**config.mk**
```make
export PLATFORM = sky130hd
export DESIGN_NAME = sbg_gate_seq
export DESIGN_NICKNAME = d
export VERILOG_FILES = /design/src/design/sbg_pkg.sv /design/src/design/sbg_gate_seq.sv /design/src/design/sbg_sync.sv
export SDC_FILE = /design/constraint.sdc
export NUM_CORES = 1
export LEC_CHECK = 0
export BUFFER_PORTS_ARGS = -buffer_cell sky130_fd_sc_hd__buf_2
export CAP_MARGIN = 20
export CORE_MARGIN = 2
export CORE_UTILIZATION = 45
export DETAILED_ROUTE_END_ITERATION = 16
export GPL_ROUTABILITY_DRIVEN = 0
export GPL_TIMING_DRIVEN = 0
export PLACE_DENSITY = 0.63
export SETUP_SLACK_MARGIN = 0.15
export SYNTH_ARGS = -nofsm -noshare
export SYNTH_HDL_FRONTEND = slang
export SYNTH_SLANG_ARGS = --single-unit
```
**constraint.sdc**
```tcl
create_clock -name mclk_in -period 2.6 [get_ports mclk_in]
set_input_delay 0.26 -clock mclk_in [delete_from_list [all_inputs] [get_ports mclk_in]]
set_output_delay 0.26 -clock mclk_in [all_outputs]
set_load 0.005 [all_outputs]
```
**src/design/sbg_pkg.sv**
```systemverilog
// constants, types and decode functions for the thyristor gate sequencer
package sbg_pkg;

    // ----------------------------------------
    // timing
    // ----------------------------------------
    localparam int CLK_NS = 50;
    localparam int LOCKOUT_NS = 20000000;
    localparam int LOCKOUT_CYC = (LOCKOUT_NS + CLK_NS - 1) / CLK_NS;
    localparam int LOCK_W = 20;
    localparam int PULSE_ON_NS = 5000;
    localparam int PULSE_ON_CYC = (PULSE_ON_NS + CLK_NS - 1) / CLK_NS;
    localparam int PULSE_OFF_NS = 5000;
    localparam int PULSE_OFF_CYC = (PULSE_OFF_NS + CLK_NS - 1) / CLK_NS;
    localparam int TMR_W = 8;
    localparam logic [TMR_W-1:0] PULSE_ON_LAST = TMR_W'(PULSE_ON_CYC - 1);
    localparam logic [TMR_W-1:0] PULSE_OFF_LAST = TMR_W'(PULSE_OFF_CYC - 1);

    // ----------------------------------------
    // register map
    // ----------------------------------------
    localparam int ADDR_W = 4;
    localparam int DATA_W = 8;
    localparam logic [ADDR_W-1:0] REG_CTRL = 4'h0;
    localparam logic [ADDR_W-1:0] REG_STAT = 4'h4;
    localparam logic [ADDR_W-1:0] REG_BURST = 4'h8;
    localparam int CTRL_EN_BIT = 0;
    localparam logic CTRL_EN_RESET = 1'b0;
    localparam int STAT_REL_BIT = 0;
    localparam int STAT_ACT_BIT = 1;
    localparam int STAT_FWD_BIT = 2;
    localparam int STAT_STEP_LSB = 3;
    localparam logic [3:0] BURST_LEN_RESET = 4'h8;

    // ----------------------------------------
    // sequencing
    // ----------------------------------------
    localparam logic [2:0] STEP_NONE = 3'h7;
    localparam int SYNC_W = 9;

    typedef enum logic [1:0] {
        SBG_LOCK = 2'b00,
        SBG_IDLE = 2'b01,
        SBG_BURST = 2'b10,
        SBG_GAP = 2'b11
    } sbg_state_t;

    // line-sync polarity pattern to firing step
    function automatic logic [2:0] sbg_step_of(input logic [2:0] s);
        case (s)
            3'h5: sbg_step_of = 3'h0;
            3'h1: sbg_step_of = 3'h1;
            3'h3: sbg_step_of = 3'h2;
            3'h2: sbg_step_of = 3'h3;
            3'h6: sbg_step_of = 3'h4;
            3'h4: sbg_step_of = 3'h5;
            default: sbg_step_of = STEP_NONE;
        endcase
    endfunction

    // upper device phase of a step, one-hot
    function automatic logic [2:0] sbg_up(input logic [2:0] st);
        case (st)
            3'h0, 3'h1: sbg_up = 3'h1;
            3'h2, 3'h3: sbg_up = 3'h2;
            3'h4, 3'h5: sbg_up = 3'h4;
            default: sbg_up = 3'h0;
        endcase
    endfunction

    // lower device phase of a step, one-hot
    function automatic logic [2:0] sbg_lo(input logic [2:0] st);
        case (st)
            3'h0, 3'h5: sbg_lo = 3'h2;
            3'h1, 3'h2: sbg_lo = 3'h4;
            3'h3, 3'h4: sbg_lo = 3'h1;
            default: sbg_lo = 3'h0;
        endcase
    endfunction

endpackage

```
**src/design/sbg_gate_seq.sv**
```systemverilog
// gate steering sequencer for two back-to-back thyristor bridges
//
// Function
// - a burst reaches one thyristor pair only while sync, firing pulse, lockout release and burst enable are high.
// - the pair that gets pulses also depends on which bridge, forward or reverse, is enabled.
// - all gating stays off for about 20 ms after power-up.
// - six gating channels each drive one pair, giving twelve gate outputs across both bridges.
// - three line-sync inputs, one per phase, give the timing reference for the firing pulses.
// - forward pairs fire in the order 1+2-, 1+3-, 2+3-, 2+1-, 3+1-, 3+2-, then repeat.
// - the reverse bridge uses the same order with its opposite-polarity devices.
// - devices always fire as one upper and one lower on different phases.
// - positive counter voltage: forward bridge motors, reverse regenerates; negative swaps them.
// - armature voltage is set by the firing instant inside each pair's bias window.
// - with negative counter voltage regen and motoring fire at the less or more negative line point.
`timescale 1ns/100ps
module sbg_gate_seq
    import sbg_pkg::*;
#(
    parameter int unsigned LOCKOUT_CYCLES = LOCKOUT_CYC
) (
    input wire logic mclk_in,
    input wire logic rst_n_in,
    input wire logic ce_in,
    input wire logic [ADDR_W-1:0] addr_in,
    input wire logic [DATA_W-1:0] wdata_in,
    input wire logic wr_in,
    input wire logic rd_in,
    output logic [DATA_W-1:0] rdata_out,
    input wire logic [2:0] line_sync_in,
    input wire logic [2:0] fire_in,
    input wire logic burst_en_in,
    input wire logic regen_req_in,
    input wire logic counter_voltage_neg_in,
    output logic [2:0] fwd_upper_out,
    output logic [2:0] fwd_lower_out,
    output logic [2:0] rev_upper_out,
    output logic [2:0] rev_lower_out
);

    // ----------------------------------------
    // input synchronisation
    // ----------------------------------------
    logic [SYNC_W-1:0] sync_q;
    logic [2:0] line_sync_s;
    logic [2:0] fire_s;
    logic burst_en_s;
    logic regen_s;
    logic cv_neg_s;

    sbg_sync #(
        .W(SYNC_W)
    ) u_sync (
        .mclk_in(mclk_in),
        .rst_n_in(rst_n_in),
        .ce_in(ce_in),
        .d_in({line_sync_in, fire_in, burst_en_in, regen_req_in, counter_voltage_neg_in}),
        .q_out(sync_q)
    );

    assign line_sync_s = sync_q[8:6];
    assign fire_s = sync_q[5:3];
    assign burst_en_s = sync_q[2];
    assign regen_s = sync_q[1];
    assign cv_neg_s = sync_q[0];

    // ----------------------------------------
    // power-up lockout
    // ----------------------------------------
    logic [LOCK_W-1:0] lock_cnt;
    logic released;

    always_ff @(posedge mclk_in) begin
        if (!rst_n_in) begin
            lock_cnt <= '0;
            released <= 1'b0;
        end else if (ce_in && !released) begin
            lock_cnt <= lock_cnt + 1'b1;
            if (lock_cnt == LOCK_W'(LOCKOUT_CYCLES - 1)) begin
                released <= 1'b1;
            end
        end
    end

    // ----------------------------------------
    // registers
    // ----------------------------------------
    logic ctrl_en;
    logic [3:0] burst_len;

    always_ff @(posedge mclk_in) begin
        if (!rst_n_in) begin
            ctrl_en <= CTRL_EN_RESET;
        end else if (ce_in && wr_in && addr_in == REG_CTRL) begin
            ctrl_en <= wdata_in[CTRL_EN_BIT];
        end
    end

    always_ff @(posedge mclk_in) begin
        if (!rst_n_in) begin
            burst_len <= BURST_LEN_RESET;
        end else if (ce_in && wr_in && addr_in == REG_BURST) begin
            burst_len <= wdata_in[3:0];
        end
    end

    // ----------------------------------------
    // step and bridge selection
    // ----------------------------------------
    logic [2:0] step_now;
    logic bridge_fwd_now;
    logic go_now;
    logic hold;
    logic [2:0] step_l;
    logic bridge_l;
    sbg_state_t state;
    sbg_state_t next_state;

    // the forward-biased pair follows the line polarity sector
    assign step_now = sbg_step_of(line_sync_s);

    // motoring on positive counter voltage uses the forward bridge
    assign bridge_fwd_now = ~(regen_s ^ cv_neg_s);

    // firing pulse of the upper phase marks the firing instant
    assign go_now = released && ctrl_en && burst_en_s && step_now != STEP_NONE
        && |(sbg_up(step_now) & fire_s);

    assign hold = released && ctrl_en && burst_en_s && step_now == step_l
        && |(sbg_up(step_l) & fire_s);

    // ----------------------------------------
    // burst state machine
    // ----------------------------------------
    logic [TMR_W-1:0] tcnt;
    logic [3:0] pulses_left;

    always_comb begin
        next_state = state;
        unique case (state)
            SBG_LOCK: begin
                if (released) begin
                    next_state = SBG_IDLE;
                end
            end
            SBG_IDLE: begin
                if (go_now) begin
                    next_state = SBG_BURST;
                end
            end
            SBG_BURST: begin
                if (!hold) begin
                    next_state = SBG_IDLE;
                end else if (tcnt == PULSE_ON_LAST) begin
                    next_state = (pulses_left <= 4'h1) ? SBG_IDLE : SBG_GAP;
                end
            end
            SBG_GAP: begin
                if (!hold) begin
                    next_state = SBG_IDLE;
                end else if (tcnt == PULSE_OFF_LAST) begin
                    next_state = SBG_BURST;
                end
            end
        endcase
    end

    always_ff @(posedge mclk_in) begin
        if (!rst_n_in) begin
            state <= SBG_LOCK;
        end else if (ce_in) begin
            state <= next_state;
        end
    end

    // pulse width timer, restarts on every state change
    always_ff @(posedge mclk_in) begin
        if (!rst_n_in) begin
            tcnt <= '0;
        end else if (ce_in) begin
            tcnt <= (next_state != state) ? '0 : tcnt + 1'b1;
        end
    end

    always_ff @(posedge mclk_in) begin
        if (!rst_n_in) begin
            pulses_left <= '0;
        end else if (ce_in) begin
            if (state == SBG_IDLE && go_now) begin
                pulses_left <= burst_len;
            end else if (state == SBG_BURST && next_state != SBG_BURST) begin
                pulses_left <= pulses_left - 1'b1;
            end
        end
    end

    // pair and bridge held for the whole burst
    always_ff @(posedge mclk_in) begin
        if (!rst_n_in) begin
            step_l <= STEP_NONE;
            bridge_l <= 1'b1;
        end else if (ce_in && state == SBG_IDLE && go_now) begin
            step_l <= step_now;
            bridge_l <= bridge_fwd_now;
        end
    end

    // ----------------------------------------
    // gate outputs
    // ----------------------------------------
    logic gate_on;

    assign gate_on = state == SBG_BURST && hold;

    always_ff @(posedge mclk_in) begin
        if (!rst_n_in) begin
            fwd_upper_out <= '0;
            fwd_lower_out <= '0;
            rev_upper_out <= '0;
            rev_lower_out <= '0;
        end else if (ce_in) begin
            // one upper and one lower device per channel
            fwd_upper_out <= (gate_on && bridge_l) ? sbg_up(step_l) : 3'h0;
            fwd_lower_out <= (gate_on && bridge_l) ? sbg_lo(step_l) : 3'h0;
            // reverse bridge devices face the other way
            rev_upper_out <= (gate_on && !bridge_l) ? sbg_lo(step_l) : 3'h0;
            rev_lower_out <= (gate_on && !bridge_l) ? sbg_up(step_l) : 3'h0;
        end
    end

    // ----------------------------------------
    // read port
    // ----------------------------------------
    logic [DATA_W-1:0] status;

    always_comb begin
        status = '0;
        status[STAT_REL_BIT] = released;
        status[STAT_ACT_BIT] = state == SBG_BURST;
        status[STAT_FWD_BIT] = bridge_l;
        status[STAT_STEP_LSB +: 3] = step_now;
    end

    always_ff @(posedge mclk_in) begin
        if (!rst_n_in) begin
            rdata_out <= '0;
        end else if (ce_in) begin
            if (rd_in) begin
                case (addr_in)
                    REG_CTRL: rdata_out <= {{(DATA_W-1){1'b0}}, ctrl_en};
                    REG_STAT: rdata_out <= status;
                    REG_BURST: rdata_out <= {4'h0, burst_len};
                    default: rdata_out <= '0;
                endcase
            end else begin
                rdata_out <= '0;
            end
        end
    end

    // ----------------------------------------
    // assertions
    // ----------------------------------------
    logic [5:0] all_gates;

    assign all_gates = {fwd_upper_out | rev_upper_out, fwd_lower_out | rev_lower_out};

    chk_lockout_quiet: assert property (@(posedge mclk_in) disable iff (!rst_n_in)
        ce_in && !released |=> all_gates == 6'h00)
        else $error("gate active during power-up lockout");

    chk_lockout_count: assert property (@(posedge mclk_in) disable iff (!rst_n_in)
        $rose(released) |-> $past(lock_cnt) == LOCK_W'(LOCKOUT_CYCLES - 1))
        else $error("lockout released at wrong count");

    chk_burst_cause: assert property (@(posedge mclk_in) disable iff (!rst_n_in)
        ce_in && (all_gates != 6'h00) |-> $past(released && ctrl_en && burst_en_s && (fire_s != 3'h0)))
        else $error("gate pulse without all enables");

    chk_pair_shape: assert property (@(posedge mclk_in) disable iff (!rst_n_in)
        (all_gates != 6'h00) |-> $onehot(all_gates[5:3]) && $onehot(all_gates[2:0])
        && (all_gates[5:3] & all_gates[2:0]) == 3'h0)
        else $error("gates not one upper and one lower on different phases");

    chk_one_bridge: assert property (@(posedge mclk_in) disable iff (!rst_n_in)
        !((fwd_upper_out != 3'h0) && (rev_upper_out != 3'h0)))
        else $error("both bridges gated together");

    chk_bridge_sel: assert property (@(posedge mclk_in) disable iff (!rst_n_in)
        ce_in && state == SBG_IDLE && go_now ##1 ce_in && state == SBG_BURST && hold
        |=> (fwd_upper_out != 3'h0) == $past(regen_s == cv_neg_s, 2))
        else $error("wrong bridge for drive quadrant");

    chk_step_zero: assert property (@(posedge mclk_in) disable iff (!rst_n_in)
        ce_in && gate_on && bridge_l && step_l == 3'h0 |=> fwd_upper_out == 3'h1 && fwd_lower_out == 3'h2)
        else $error("step zero pair wrong");

    chk_rev_mirror: assert property (@(posedge mclk_in) disable iff (!rst_n_in)
        ce_in && gate_on && !bridge_l && step_l == 3'h3 |=> rev_upper_out == 3'h1 && rev_lower_out == 3'h2)
        else $error("reverse pair polarity wrong");

    chk_pulse_width: assert property (@(posedge mclk_in) disable iff (!rst_n_in)
        ce_in && state == SBG_BURST && hold && tcnt == PULSE_ON_LAST && pulses_left > 4'h1
        |=> state == SBG_GAP)
        else $error("pulse did not end at its width");

    chk_ce_freeze: assert property (@(posedge mclk_in) disable iff (!rst_n_in)
        !ce_in |=> $stable(all_gates) && $stable(state) && $stable(lock_cnt))
        else $error("state moved while clock enable low");

    chk_invalid_sync: assert property (@(posedge mclk_in) disable iff (!rst_n_in)
        ce_in && step_now == STEP_NONE |=> all_gates == 6'h00)
        else $error("gate pulse on invalid sync pattern");

    chk_step_four: assert property (@(posedge mclk_in) disable iff (!rst_n_in)
        ce_in && gate_on && bridge_l && step_l == 3'h4 |=> fwd_upper_out == 3'h4 && fwd_lower_out == 3'h1)
        else $error("step four pair wrong");

    chk_sync_delay: assert property (@(posedge mclk_in) disable iff (!rst_n_in)
        $past(ce_in) && $past(ce_in, 2) && $past(rst_n_in) && $past(rst_n_in, 2)
        |-> line_sync_s == $past(line_sync_in, 2) && fire_s == $past(fire_in, 2))
        else $error("synchroniser latency wrong");

    chk_abort_fast: assert property (@(posedge mclk_in) disable iff (!rst_n_in)
        ce_in && state == SBG_BURST && !burst_en_s |=> all_gates == 6'h00)
        else $error("gate pulse after burst enable dropped");

    chk_gap_quiet: assert property (@(posedge mclk_in) disable iff (!rst_n_in)
        ce_in && state == SBG_GAP |=> all_gates == 6'h00)
        else $error("gate pulse during burst gap");

    cov_fwd_burst: cover property (@(posedge mclk_in) disable iff (!rst_n_in)
        fwd_upper_out != 3'h0);
    cov_rev_burst: cover property (@(posedge mclk_in) disable iff (!rst_n_in)
        rev_upper_out != 3'h0);
    cov_abort: cover property (@(posedge mclk_in) disable iff (!rst_n_in)
        state == SBG_BURST && !hold && ce_in);
    cov_gap_reburst: cover property (@(posedge mclk_in) disable iff (!rst_n_in)
        state == SBG_GAP && next_state == SBG_BURST && ce_in);
    cov_freeze: cover property (@(posedge mclk_in) disable iff (!rst_n_in)
        !ce_in && all_gates != 6'h00);

endmodule

```
**src/design/sbg_sync.sv**
```systemverilog
// two-stage input synchroniser for pin inputs
`timescale 1ns/100ps
module sbg_sync #(
    parameter int W = 1
) (
    input wire logic mclk_in,
    input wire logic rst_n_in,
    input wire logic ce_in,
    input wire logic [W-1:0] d_in,
    output logic [W-1:0] q_out
);
    logic [W-1:0] meta;

    always_ff @(posedge mclk_in) begin
        if (!rst_n_in) begin
            meta <= '0;
            q_out <= '0;
        end else if (ce_in) begin
            meta <= d_in;
            q_out <= meta;
        end
    end
endmodule

```
# ---- Word level (Yosys, flattened, before mapping)
# Cells that the tools add are included.
dict set report totals {
  word_cells 109
  mem_count 0
  register_bits 82
  input_bits 26
  out_inout_bits 20
  mem_bits_rw 0
  latch_bits 0
  romBits 0
}
dict set report classes {
  add_sub_neg 3
  bitwise 4
  n_reduce_logical 37
  shifts 0
  n_mul 0
  eq_ne 27
  n_lt_le_gt_ge 1
  mux 21
  div_mod_pow 0
}
# operator count
set op_table {}
lappend op_table {{$pmux W3 S3} 3}
lappend op_table {{$eq A3 B3 Y1 const B} 7}
lappend op_table {{$add A20 B1 Y20 const B} 1}
lappend op_table {{$eq A20 B19 Y1 const B} 1}
lappend op_table {{$eq A3 B2 Y1 const B} 6}
lappend op_table {{$pmux W3 S6} 1}
lappend op_table {{$pmux W6 S3} 1}
lappend op_table {{$reduce_or A2 Y1} 9}
lappend op_table {{$logic_and A1 B1 Y1} 17}
lappend op_table {{$mux W8} 2}
lappend op_table {{$mux W2} 7}
lappend op_table {{$mux W3} 4}
lappend op_table {{$eq A3 B1 Y1 const B} 3}
lappend op_table {{$add A8 B1 Y8 const B} 1}
lappend op_table {{$eq A8 B7 Y1 const B} 1}
lappend op_table {{$mux W4} 2}
lappend op_table {{$pmux W2 S4} 1}
lappend op_table {{$and A3 B3 Y3} 2}
lappend op_table {{$logic_not A3 Y1} 2}
lappend op_table {{$reduce_or A3 Y1} 2}
lappend op_table {{$eq A2 B2 Y1 const B} 2}
lappend op_table {{$eq A4 B3 Y1 const B} 1}
lappend op_table {{$eq A4 B4 Y1 const B} 1}
lappend op_table {{$le A4 B1 Y1 const B} 1}
lappend op_table {{13 further kinds} 15}

# ---- Depth between registers and ports, before layout
# Gate-level depths: netlist (run 1).
dict set report logic_depth {
  word_depth 14
  mapped_depth 7
  ltp_nobuf 5
}

# ---- Cells and area by module
# Synthesis (run 1) repeated with hierarchy kept, for this count alone.
dict set report unflattened {
  hier_cells 422
  area_unflattened_um2 3781.1
}
# module n_inst area_per_inst_um2 seq_area_each_um2 cells_per_inst
set modules_own_cells {}
lappend modules_own_cells {sbg_gate_seq 1 3093.0 1241.2 365}
lappend modules_own_cells {sbg_sync 1 688.2 360.3 57}

# ---- Worst setup path before layout (run 1)
# OpenSTA, ideal clock, no wires.
dict set report synth_timing {
  kind {register -> register}
  startpoint {register u_sync.q_out[8]}
  endpoint {register pulses_left[0]}
  setup_slack_ps 798
  path_buffers 2
  t_required_ps 2514
  stages_incl_launch_ff 8
  setup_ps 86
  period_less_slack_ps 1802
  t_arrival_ps 1715
  cell_sequence {dfxtp_1 > buf_6 > or2_1 > and4b_1 > o2111a_2 > buf_6 > a31o_4 > a221oi_2}
}
dict set report synth_via {
  elab_chain_cells 14
  word_cells_on_any_way 35
  cone_classes {14 x eq/ne; 7 x mux; 1 x bitwise; 13 x reduce/logical}
}
# element line
set synth_rtl {}
lappend synth_rtl {{start, declared} sbg_sync.sv:10} ;# output logic [W-1:0] q_out
lappend synth_rtl {{start signal, assigned} sbg_sync.sv:20} ;# q_out <= meta;
lappend synth_rtl {{$eq A3 B3 Y1 (tied with other cells)} sbg_pkg.sv:50} ;# case (s)
lappend synth_rtl {{$pmux W3 S6 (*)} sbg_pkg.sv:50}
lappend synth_rtl {{$eq A3 B3 Y1 (tied with other cells)} sbg_pkg.sv:63} ;# case (st)
lappend synth_rtl {{$reduce_or A2 Y1} sbg_pkg.sv:63}
lappend synth_rtl {{$pmux W3 S3} sbg_pkg.sv:63}
lappend synth_rtl {{$and A3 B3 Y3} sbg_gate_seq.sv:126} ;# && |(sbg_up(step_now) & fire_s);
lappend synth_rtl {{$reduce_or A3 Y1} sbg_gate_seq.sv:126}
lappend synth_rtl {{$logic_and A1 B1 Y1} sbg_gate_seq.sv:126}
lappend synth_rtl {{$mux W2} sbg_gate_seq.sv:146} ;# if (go_now) begin
lappend synth_rtl {{$pmux W2 S4} sbg_gate_seq.sv:139} ;# unique case (state)
lappend synth_rtl {{$ne A2 B2 Y1} sbg_gate_seq.sv:190} ;# end else if (state == SBG_BURST && next_state != SBG_BURST) begin
lappend synth_rtl {{$logic_and A1 B1 Y1} sbg_gate_seq.sv:190}
lappend synth_rtl {{$reduce_bool A2 Y1 (no source line)} -}
lappend synth_rtl {{$reduce_and A2 Y1 (no source line)} -}
lappend synth_rtl {{end signal, assigned} sbg_gate_seq.sv:189} ;# pulses_left <= burst_len;
lappend synth_rtl {{end signal, assigned} sbg_gate_seq.sv:191} ;# pulses_left <= pulses_left - 1'b1;
lappend synth_rtl {{end, declared} sbg_gate_seq.sv:135} ;# logic [3:0] pulses_left;
# Every way passes the cells marked *; elsewhere a longest branch is shown, timed or not.
# A chain may end at the register's enable or synchronous reset.

# ---- Worst setup path after layout (run 1)
dict set report layout_timing {
  startpoint {register u_sync.q_out[6]}
  endpoint {register tcnt[2]}
}
dict set report layout_via {
  elab_chain_cells 12
  word_cells_on_any_way 31
  cone_classes {14 x eq/ne; 7 x mux; 1 x bitwise; 9 x reduce/logical}
}
# element line
set layout_rtl {}
lappend layout_rtl {{$eq A3 B3 Y1 (tied with other cells)} sbg_pkg.sv:50}
lappend layout_rtl {{$pmux W3 S6 (*)} sbg_pkg.sv:50}
lappend layout_rtl {{$eq A3 B3 Y1 (tied with other cells)} sbg_pkg.sv:63}
lappend layout_rtl {{$reduce_or A2 Y1} sbg_pkg.sv:63}
lappend layout_rtl {{$pmux W3 S3} sbg_pkg.sv:63}
lappend layout_rtl {{$and A3 B3 Y3} sbg_gate_seq.sv:126}
lappend layout_rtl {{$reduce_or A3 Y1} sbg_gate_seq.sv:126}
lappend layout_rtl {{$logic_and A1 B1 Y1} sbg_gate_seq.sv:126}
lappend layout_rtl {{$mux W2} sbg_gate_seq.sv:146}
lappend layout_rtl {{$pmux W2 S4 (*)} sbg_gate_seq.sv:139}
lappend layout_rtl {{$ne A2 B2 Y1 (*)} sbg_gate_seq.sv:180} ;# tcnt <= (next_state != state) ? '0 : tcnt + 1'b1;
lappend layout_rtl {{$mux W8 (*)} sbg_gate_seq.sv:180}
lappend layout_rtl {{end signal, assigned} sbg_gate_seq.sv:180}
lappend layout_rtl {{end, declared} sbg_gate_seq.sv:134} ;# logic [TMR_W-1:0] tcnt;
# Marked as above.

==> results of run 1 <==
## final cells by class
class	count	area, um^2	share of cell area [%]
Inverter	13	48.80	1.132
Tap cell	105	131.4	3.047
Timing Repair Buffer	39	195.2	4.527
Buffer	26	141.4	3.279
Clock inverter	3	65.06	1.509
Sequential cell	80	1602	37.14
Multi-Input combinational cell	311	1979	45.91
Clock buffer	13	148.9	3.453
## layout by cell type, fill, tap and decap left out, drive strengths merged, types with 3 or more instances in the layout
cell type  netlist  final
and3             9      9
xor2            12     12
a21oi           11     11
a22oi            7      7
nand2b           3      3
or3              7      7
nor3             6      6
nand4b           3      3
nand4           13     13
nand2           43     43
a211oi           9      9
nand3            9      9
inv             13     13
o21ai           29     29
nor2b            4      4
dfxtp           80     80
nand3b           3      3
nor2            57     57
buf             14     53
a31oi            4      4
mux2i           28     28
clkbuf          12     25
nor4             7      7
ha               4      4
xnor2           15     15
## worst max path at each step
stage	slack, ns	endpoint
2_1_floorplan	0.80	pulses_left[0]
3_3_place_gp	0.50	pulses_left[3]
3_5_place_dp	0.52	pulses_left[3]
4_1_cts	0.51	tcnt[2]
5_1_grt	0.29	rev_lower_out[2]
6_report	0.54	tcnt[2]
## worst register-to-register path, cell delays in order, from the launching register on
cell and delay (ns):
dfxtp_1 0.33, buf_6 0.13, xor2_1 0.14, a211oi_1 0.13, nor3_2 0.61, a31oi_4 0.24, a2111oi_2 0.38
## cell families after synthesis
group / count (synthesis) / synth area share, %
compound gates: 75 / 14.18
xor+xnor: 27 / 6.277
fa+ha+maj: 4 / 1.329
buf+inv: 39 / 5.048
flops: 80 / 42.51
mux: 29 / 7.738
other cells: 1 / 0.09954
simple gates: 174 / 22.82
## where the power goes
group	leakage [nW]	switching (mW)	total (mW)	internal [mW]
combinational	0.929	0.0892	0.149	0.0598
sequential	0.648	0.0143	1.26	1.25
clock	0.108	0.439	1.01	0.567
total	1.68	0.542	2.41	1.87
## stage by stage
| stage | instances | setup slack (ns) | utilization (%) |
|---|---|---|---|
| after detailed placement | 574 | 0.5188 | 50.12 |
| after global routing | 590 | 0.2859 | 52.74 |
| after global placement | 574 | 0.5035 | 50.12 |
| final | 590 | 0.5410 | 52.74 |
| after floorplan | 430 | 0.7981 | - |
| after CTS | 590 | 0.5082 | 52.74 |
## layer usage
metal | vias to the layer above | wire length [um]
met4 | 0 | 193
met5 | - | 0
met1 | 1495 | 3831
met2 | 60 | 3868
met3 | 14 | 357
li1 | 1607 | -
## state kept, by name (all words and copies together) (netlist names)
signal and count:
released 1, tcnt 8, fwd_upper_out 3, u_sync.q_out 9, burst_len 4, fwd_lower_out 3
state 2, rev_upper_out 3, ctrl_en 1, rev_lower_out 3, step_l 3, pulses_left 4
lock_cnt 20, bridge_l 1, u_sync.meta 9, rdata_out 6
==> results.json, run 1 <==
{
  "status": "finished, final reports clean",
  "groute.layer.met3.usage_pct": 5.613,
  "dpl.hpwl_um": 5987,
  "synth.top_cells.by_count": "dfxtp_1, nor2_1, nand2_1",
  "cp_cell_sequence": "buf_6 -> xor2_1 -> a211oi_1 -> nor3_2 -> a31oi_4 -> a2111oi_2",
  "drive_gt1_share_pct": 15.67,
  "rr_endpoint": "tcnt[2]",
  "insertion_delay_ns": 0.36,
  "netlist_area_um2": 3767,
  "routed_wl_um": 8251,
  "relSlewSlack_pct": 49.02,
  "cp.arrival_ns": 2.32,
  "rsz0062_at_grt": "false",
  "grt_start_max_net_pins": 13,
  "ys_seq_area_share_pct": 42.51,
  "cts_max_level": 3,
  "ys_warn_count": 0,
  "stdcell_area_um2": 4312,
  "initial_core_util_pct": 46.08,
  "synth_top_area_cell": "dfxtp_1",
  "cts_buffers": 9,
  "yosysMostFrequentCell": "dfxtp_1",
  "hold_class": "in -> reg",
  "synthCells": 429,
  "num_antenna_cells": 0,
  "fmaxAchievable_mhz": 485.7,
  "async_flop_share_pct": 0,
  "finalMaxSlewViolations": 0,
  "hold_viol": 0,
  "cts_tree": "built",
  "synth_ff_type": "dfxtp_1",
  "cts_root_buf": "clkbuf_8",
  "cp_max_fo": 10,
  "synth-seq-cells": 80,
  "setup_viol": 0,
  "peakVddDrop_mv": 0.3449,
  "grt_overflow": 0,
  "worst_slew_pin_slew_ns": 0.7647,
  "post_cts_resized": 0,
  "synthTopCellsByArea": "dfxtp_1, mux2i_1, nor2_1, nand2_1, o21ai_0",
  "dr.first_iter.drc_count": 149,
  "die_h_um": 95.50,
  "first_pass_iters": 4,
  "avgSynthCellArea_um2": 8.782,
  "r2r_setup_slack_ns": 0.54,
  "maxCapViolCount": 0,
  "fp-row-count": 33,
  "postCtsSetupRepairBufs": 0,
  "route.detailed.drc": 0,
  "clk_pin_slew_ns": 0.09,
  "viasPerCell": 5.383,
  "synth_cell_types": 56,
  "area_growth_pct": 14.45,
  "numClockSinks": 80,
  "wire_per_inst_um": 13.98,
  "dieArea_um2": 9120,
  "clock_path_buffers": 2,
  "fillers": 781,
  "tns_ns": 0,
  "synth_edf_count": 0,
  "io_pins": 46,
  "powerDensity_nw_per_um2": 560.1,
  "min_to": "burst_len[3]",
  "worstReg2RegStart": "u_sync.q_out[6]",
  "die_w_um": 95.50,
  "max_stage_delay_ns": 0.61,
  "crit_path_end_kind": "flip-flop",
  "worstSetupPathType": "reg -> reg",
  "whs_path_depth": 3,
  "gr-usage-met1_pct": 24.19,
  "critPathLaunchType": "flip-flop",
  "crit_buf_inv": 1,
  "core_um2": 8175,
  "yosys.area.top_type_share_pct": 42.51,
  "r2r_cells": 6,
  "crit_family": "compound AO/OA/AOI/OAI gates",
  "dpl_cell_area_um2": 4098,
  "critPathSlowestCell": "nor3_2",
  "hp-start": "wdata_in[3]",
  "antenna_found_initial": 0,
  "min_period_ns": 2.059,
  "gr-usage-met2_pct": 32.51,
  "leakage_nw": 1.685,
  "post-route-period-util_pct": 79.19,
  "grt_pass1_vias": 2933,
  "grt_pass1_wl_um": 13860,
  "p_total_mw": 2.415,
  "grt.total_usage_pct": 19.59,
  "busiest_layer": "met2",
  "cts_hold_buffers": 0,
  "ant_nets": 0,
  "crit_required_ns": 2.86,
  "num-nets-final": 510,
  "via_count": 3176,
  "crit_cells": 6,
  "numPortBuffers": 39,
  "hold_ws_ns": 0.1202,
  "critPathLaunch": "u_sync.q_out[6]",
  "clock_skew_ns": 0.01616
}
(Power assumes the default switching activity.)
==> run 2: changes to the inputs <==
- PLACE_DENSITY: 0.63 -> 0.66
- clock period: 2.6 -> 1.8 ns (I/O delays scaled with it)
==> run 2 against run 1 <==
Wire length is 4.8% higher. The run now ends with setup timing left. Sequential power is 44% higher. Die area stayed put. Sequential share of layout area is 2.6 points lower. Largest power group unchanged. Setup slack worse by 0.62 ns. Flip-flop and latch count stayed put. Global-route usage is 0.25 points higher. Clock power is 33% higher. Design area is 8.1% higher. Count of clock-buffer cells in the layout stayed put. Non-clock buffer count is 17 higher. Critical endpoint is now tcnt[3].
==> results.json, run 2 (synthesis gave the netlist of run 1 again) <==
{
  "num-nets-final": 528,
  "ant_nets": 0,
  "largest_register_ffs": 20,
  "numPortBuffers": 39,
  "worstSetupPathType": "reg -> reg",
  "post-route-period-util_pct": 104.3,
  "antenna_found_initial": 0,
  "violations": "setup timing",
  "rsz0062_at_grt": "true",
  "grt_overflow": 0,
  "regMostFlops": "lock_cnt",
  "cp.arrival_ns": 2.07,
  "fillers": 738,
  "dp_cells": 574,
  "io_pins": 46,
  "netSwitchingFraction_pct": 23.16,
  "fmaxAchievable_mhz": 532.7,
  "cts_root_buf": "clkbuf_8",
  "routed_wl_um": 8647,
  "cts_tree": "built",
  "die_w_um": 95.50,
  "power.internal_mw": 2.615,
  "area_growth_pct": 23.75,
  "drive_gt1_share_pct": 27.04,
  "relSlewSlack_pct": 57.28,
  "route.detailed.drc": 0,
  "die_h_um": 95.50,
  "cts_hold_buffers": 0,
  "min_period_ns": 1.877,
  "maxCapViolCount": 0,
  "dpl.hpwl_um": 5856,
  "tns_ns": -0.5578,
  "p_seq_share_pct": 53.5,
  "comb_power_share_pct": 7.2,
  "wire_per_inst_um": 14.22,
  "setup_viol": 16,
  "worst_slew_pin_slew_ns": 0.6384,
  "status": "finished, violations left",
  "clock_skew_ns": 0.009658,
  "first_pass_iters": 4,
  "insertion_delay_ns": 0.35,
  "clk_pin_slew_ns": 0.08,
  "dr.first_iter.drc_count": 112,
  "grt_pass1_vias": 3129,
  "dieArea_um2": 9120,
  "final_cell_mix": "dfxtp_1, nor2_1, buf_2, nand2_1, mux2i_1",
  "hold_class": "in -> reg",
  "clock_path_buffers": 2,
  "crit_required_ns": 1.99,
  "fp-row-count": 33,
  "p_sw_uw": 788.2,
  "critPathLaunchType": "flip-flop",
  "finalMaxSlewViolations": 0,
  "grt_start_max_net_pins": 13,
  "instances_no_fill": 608,
  "fin_ws_ns": -0.07714,
  "hold_viol": 0,
  "cts_buffers": 9,
  "final_common_cell": "dfxtp_1",
  "grt_pass1_wl_um": 14230,
  "viasPerCell": 5.352,
  "cp_max_fo": 9,
  "peakVddDrop_mv": 0.3124,
  "initial_core_util_pct": 46.08,
  "powerDensity_nw_per_um2": 730.1,
  "core_um2": 8175,
  "crit_path_end_kind": "flip-flop",
  "leakage_nw": 1.838,
  "pwr-share-clk_pct": 39.3,
  "numClockSinks": 80,
  "grt.total_usage_pct": 19.84,
  "num_antenna_cells": 0,
  "via_count": 3254,
  "cts_max_level": 3,
  "top_regs": "lock_cnt x20, u_sync.meta x9, u_sync.q_out x9"
}
run 2: cell types whose count changed in the layout (fill, tap and decap cells not counted), moves of 3 or more:
cell and delta:
buf_4 +15, o21ai_0 -13, o21ai_1 +8, dfxtp_1 -7
dfxtp_2 +7, a211oi_1 -6, clkbuf_1 -5, o21ai_2 +5
a211oi_2 +4, buf_6 +4, nor4_1 -4, clkbuf_2 +3
nor4_2 +3
run 2: what timing repair did:
action | in CTS | in global routing
endpoints found under the setup margin | 36 | 38
pin swaps | 25 | 13
cloned | 0 | 1
resized for setup | 39 | 28
buffers inserted | 14 | 3
run 2: worst paths after layout:
kind / start / endpoint / slack (ns) / cells after the start
setup / recovery: u_sync.q_out[8] / tcnt[3] / -0.08 / 7
hold / removal: wdata_in[3] / burst_len[3] / 0.04 / 3
setup reg to reg: u_sync.q_out[8] / tcnt[3] / -0.08 / 7
hold reg to reg: fwd_upper_out[1] / fwd_upper_out[1] / 0.45 / 2
run 2: cell type report:
class | instances | area (um^2) | area share (%)
Multi-Input combinational cell | 312 | 2173 | 46.62
Sequential cell | 80 | 1610 | 34.54
Timing Repair Buffer | 56 | 334.1 | 7.166
Buffer | 26 | 165.2 | 3.543
Clock buffer | 13 | 158.9 | 3.408
Tap cell | 105 | 131.4 | 2.818
Inverter | 13 | 48.80 | 1.047
Clock inverter | 3 | 40.04 | 0.8588
run 2: worst max-delay path, cell delays in order, from the launching register on:
cell	delay, ns
dfxtp_2	0.32
buf_6	0.13
or2_4	0.25
and4b_1	0.18
o2111a_2	0.28
buf_4	0.14
a31oi_4	0.28
a211oi_1	0.13
run 2: through the flow:
stage / power, mW / cell area (um^2) / utilization [%] / hold slack (ns) / setup WS, ns
2_1_floorplan: 2.002 / 3791 / - / 0.3051 / 0.005824
3_3_place_gp: 2.071 / 4118 / 50.37 / 0.3947 / -0.1796
3_5_place_dp: 2.077 / 4118 / 50.37 / 0.3971 / -0.2185
4_1_cts: 3.414 / 4524 / 55.34 / 0.03766 / -0.05593
5_1_grt: 3.535 / 4662 / 57.02 / 0.05100 / -0.1367
6_report: 3.404 / 4662 / 57.02 / 0.04025 / -0.07714
run 2: power groups by stage:
stage | Combinational (mW) | Sequential (mW) | Clock (mW)
global placement | 0.211 | 1.86 | 0
floorplan | 0.146 | 1.86 | 0
CTS | 0.232 | 1.82 | 1.36
global route | 0.270 | 1.82 | 1.44
finish | 0.244 | 1.82 | 1.34
detailed placement | 0.216 | 1.86 | 0
run 2: routing by layer:
metal	wire length [um]	track usage, %	vias up
li1	-	-	1647
met2	4056	32.86	68
met3	294	3.241	18
met4	263	9.405	0
met5	0	0	-
met1	4033	25.16	1521
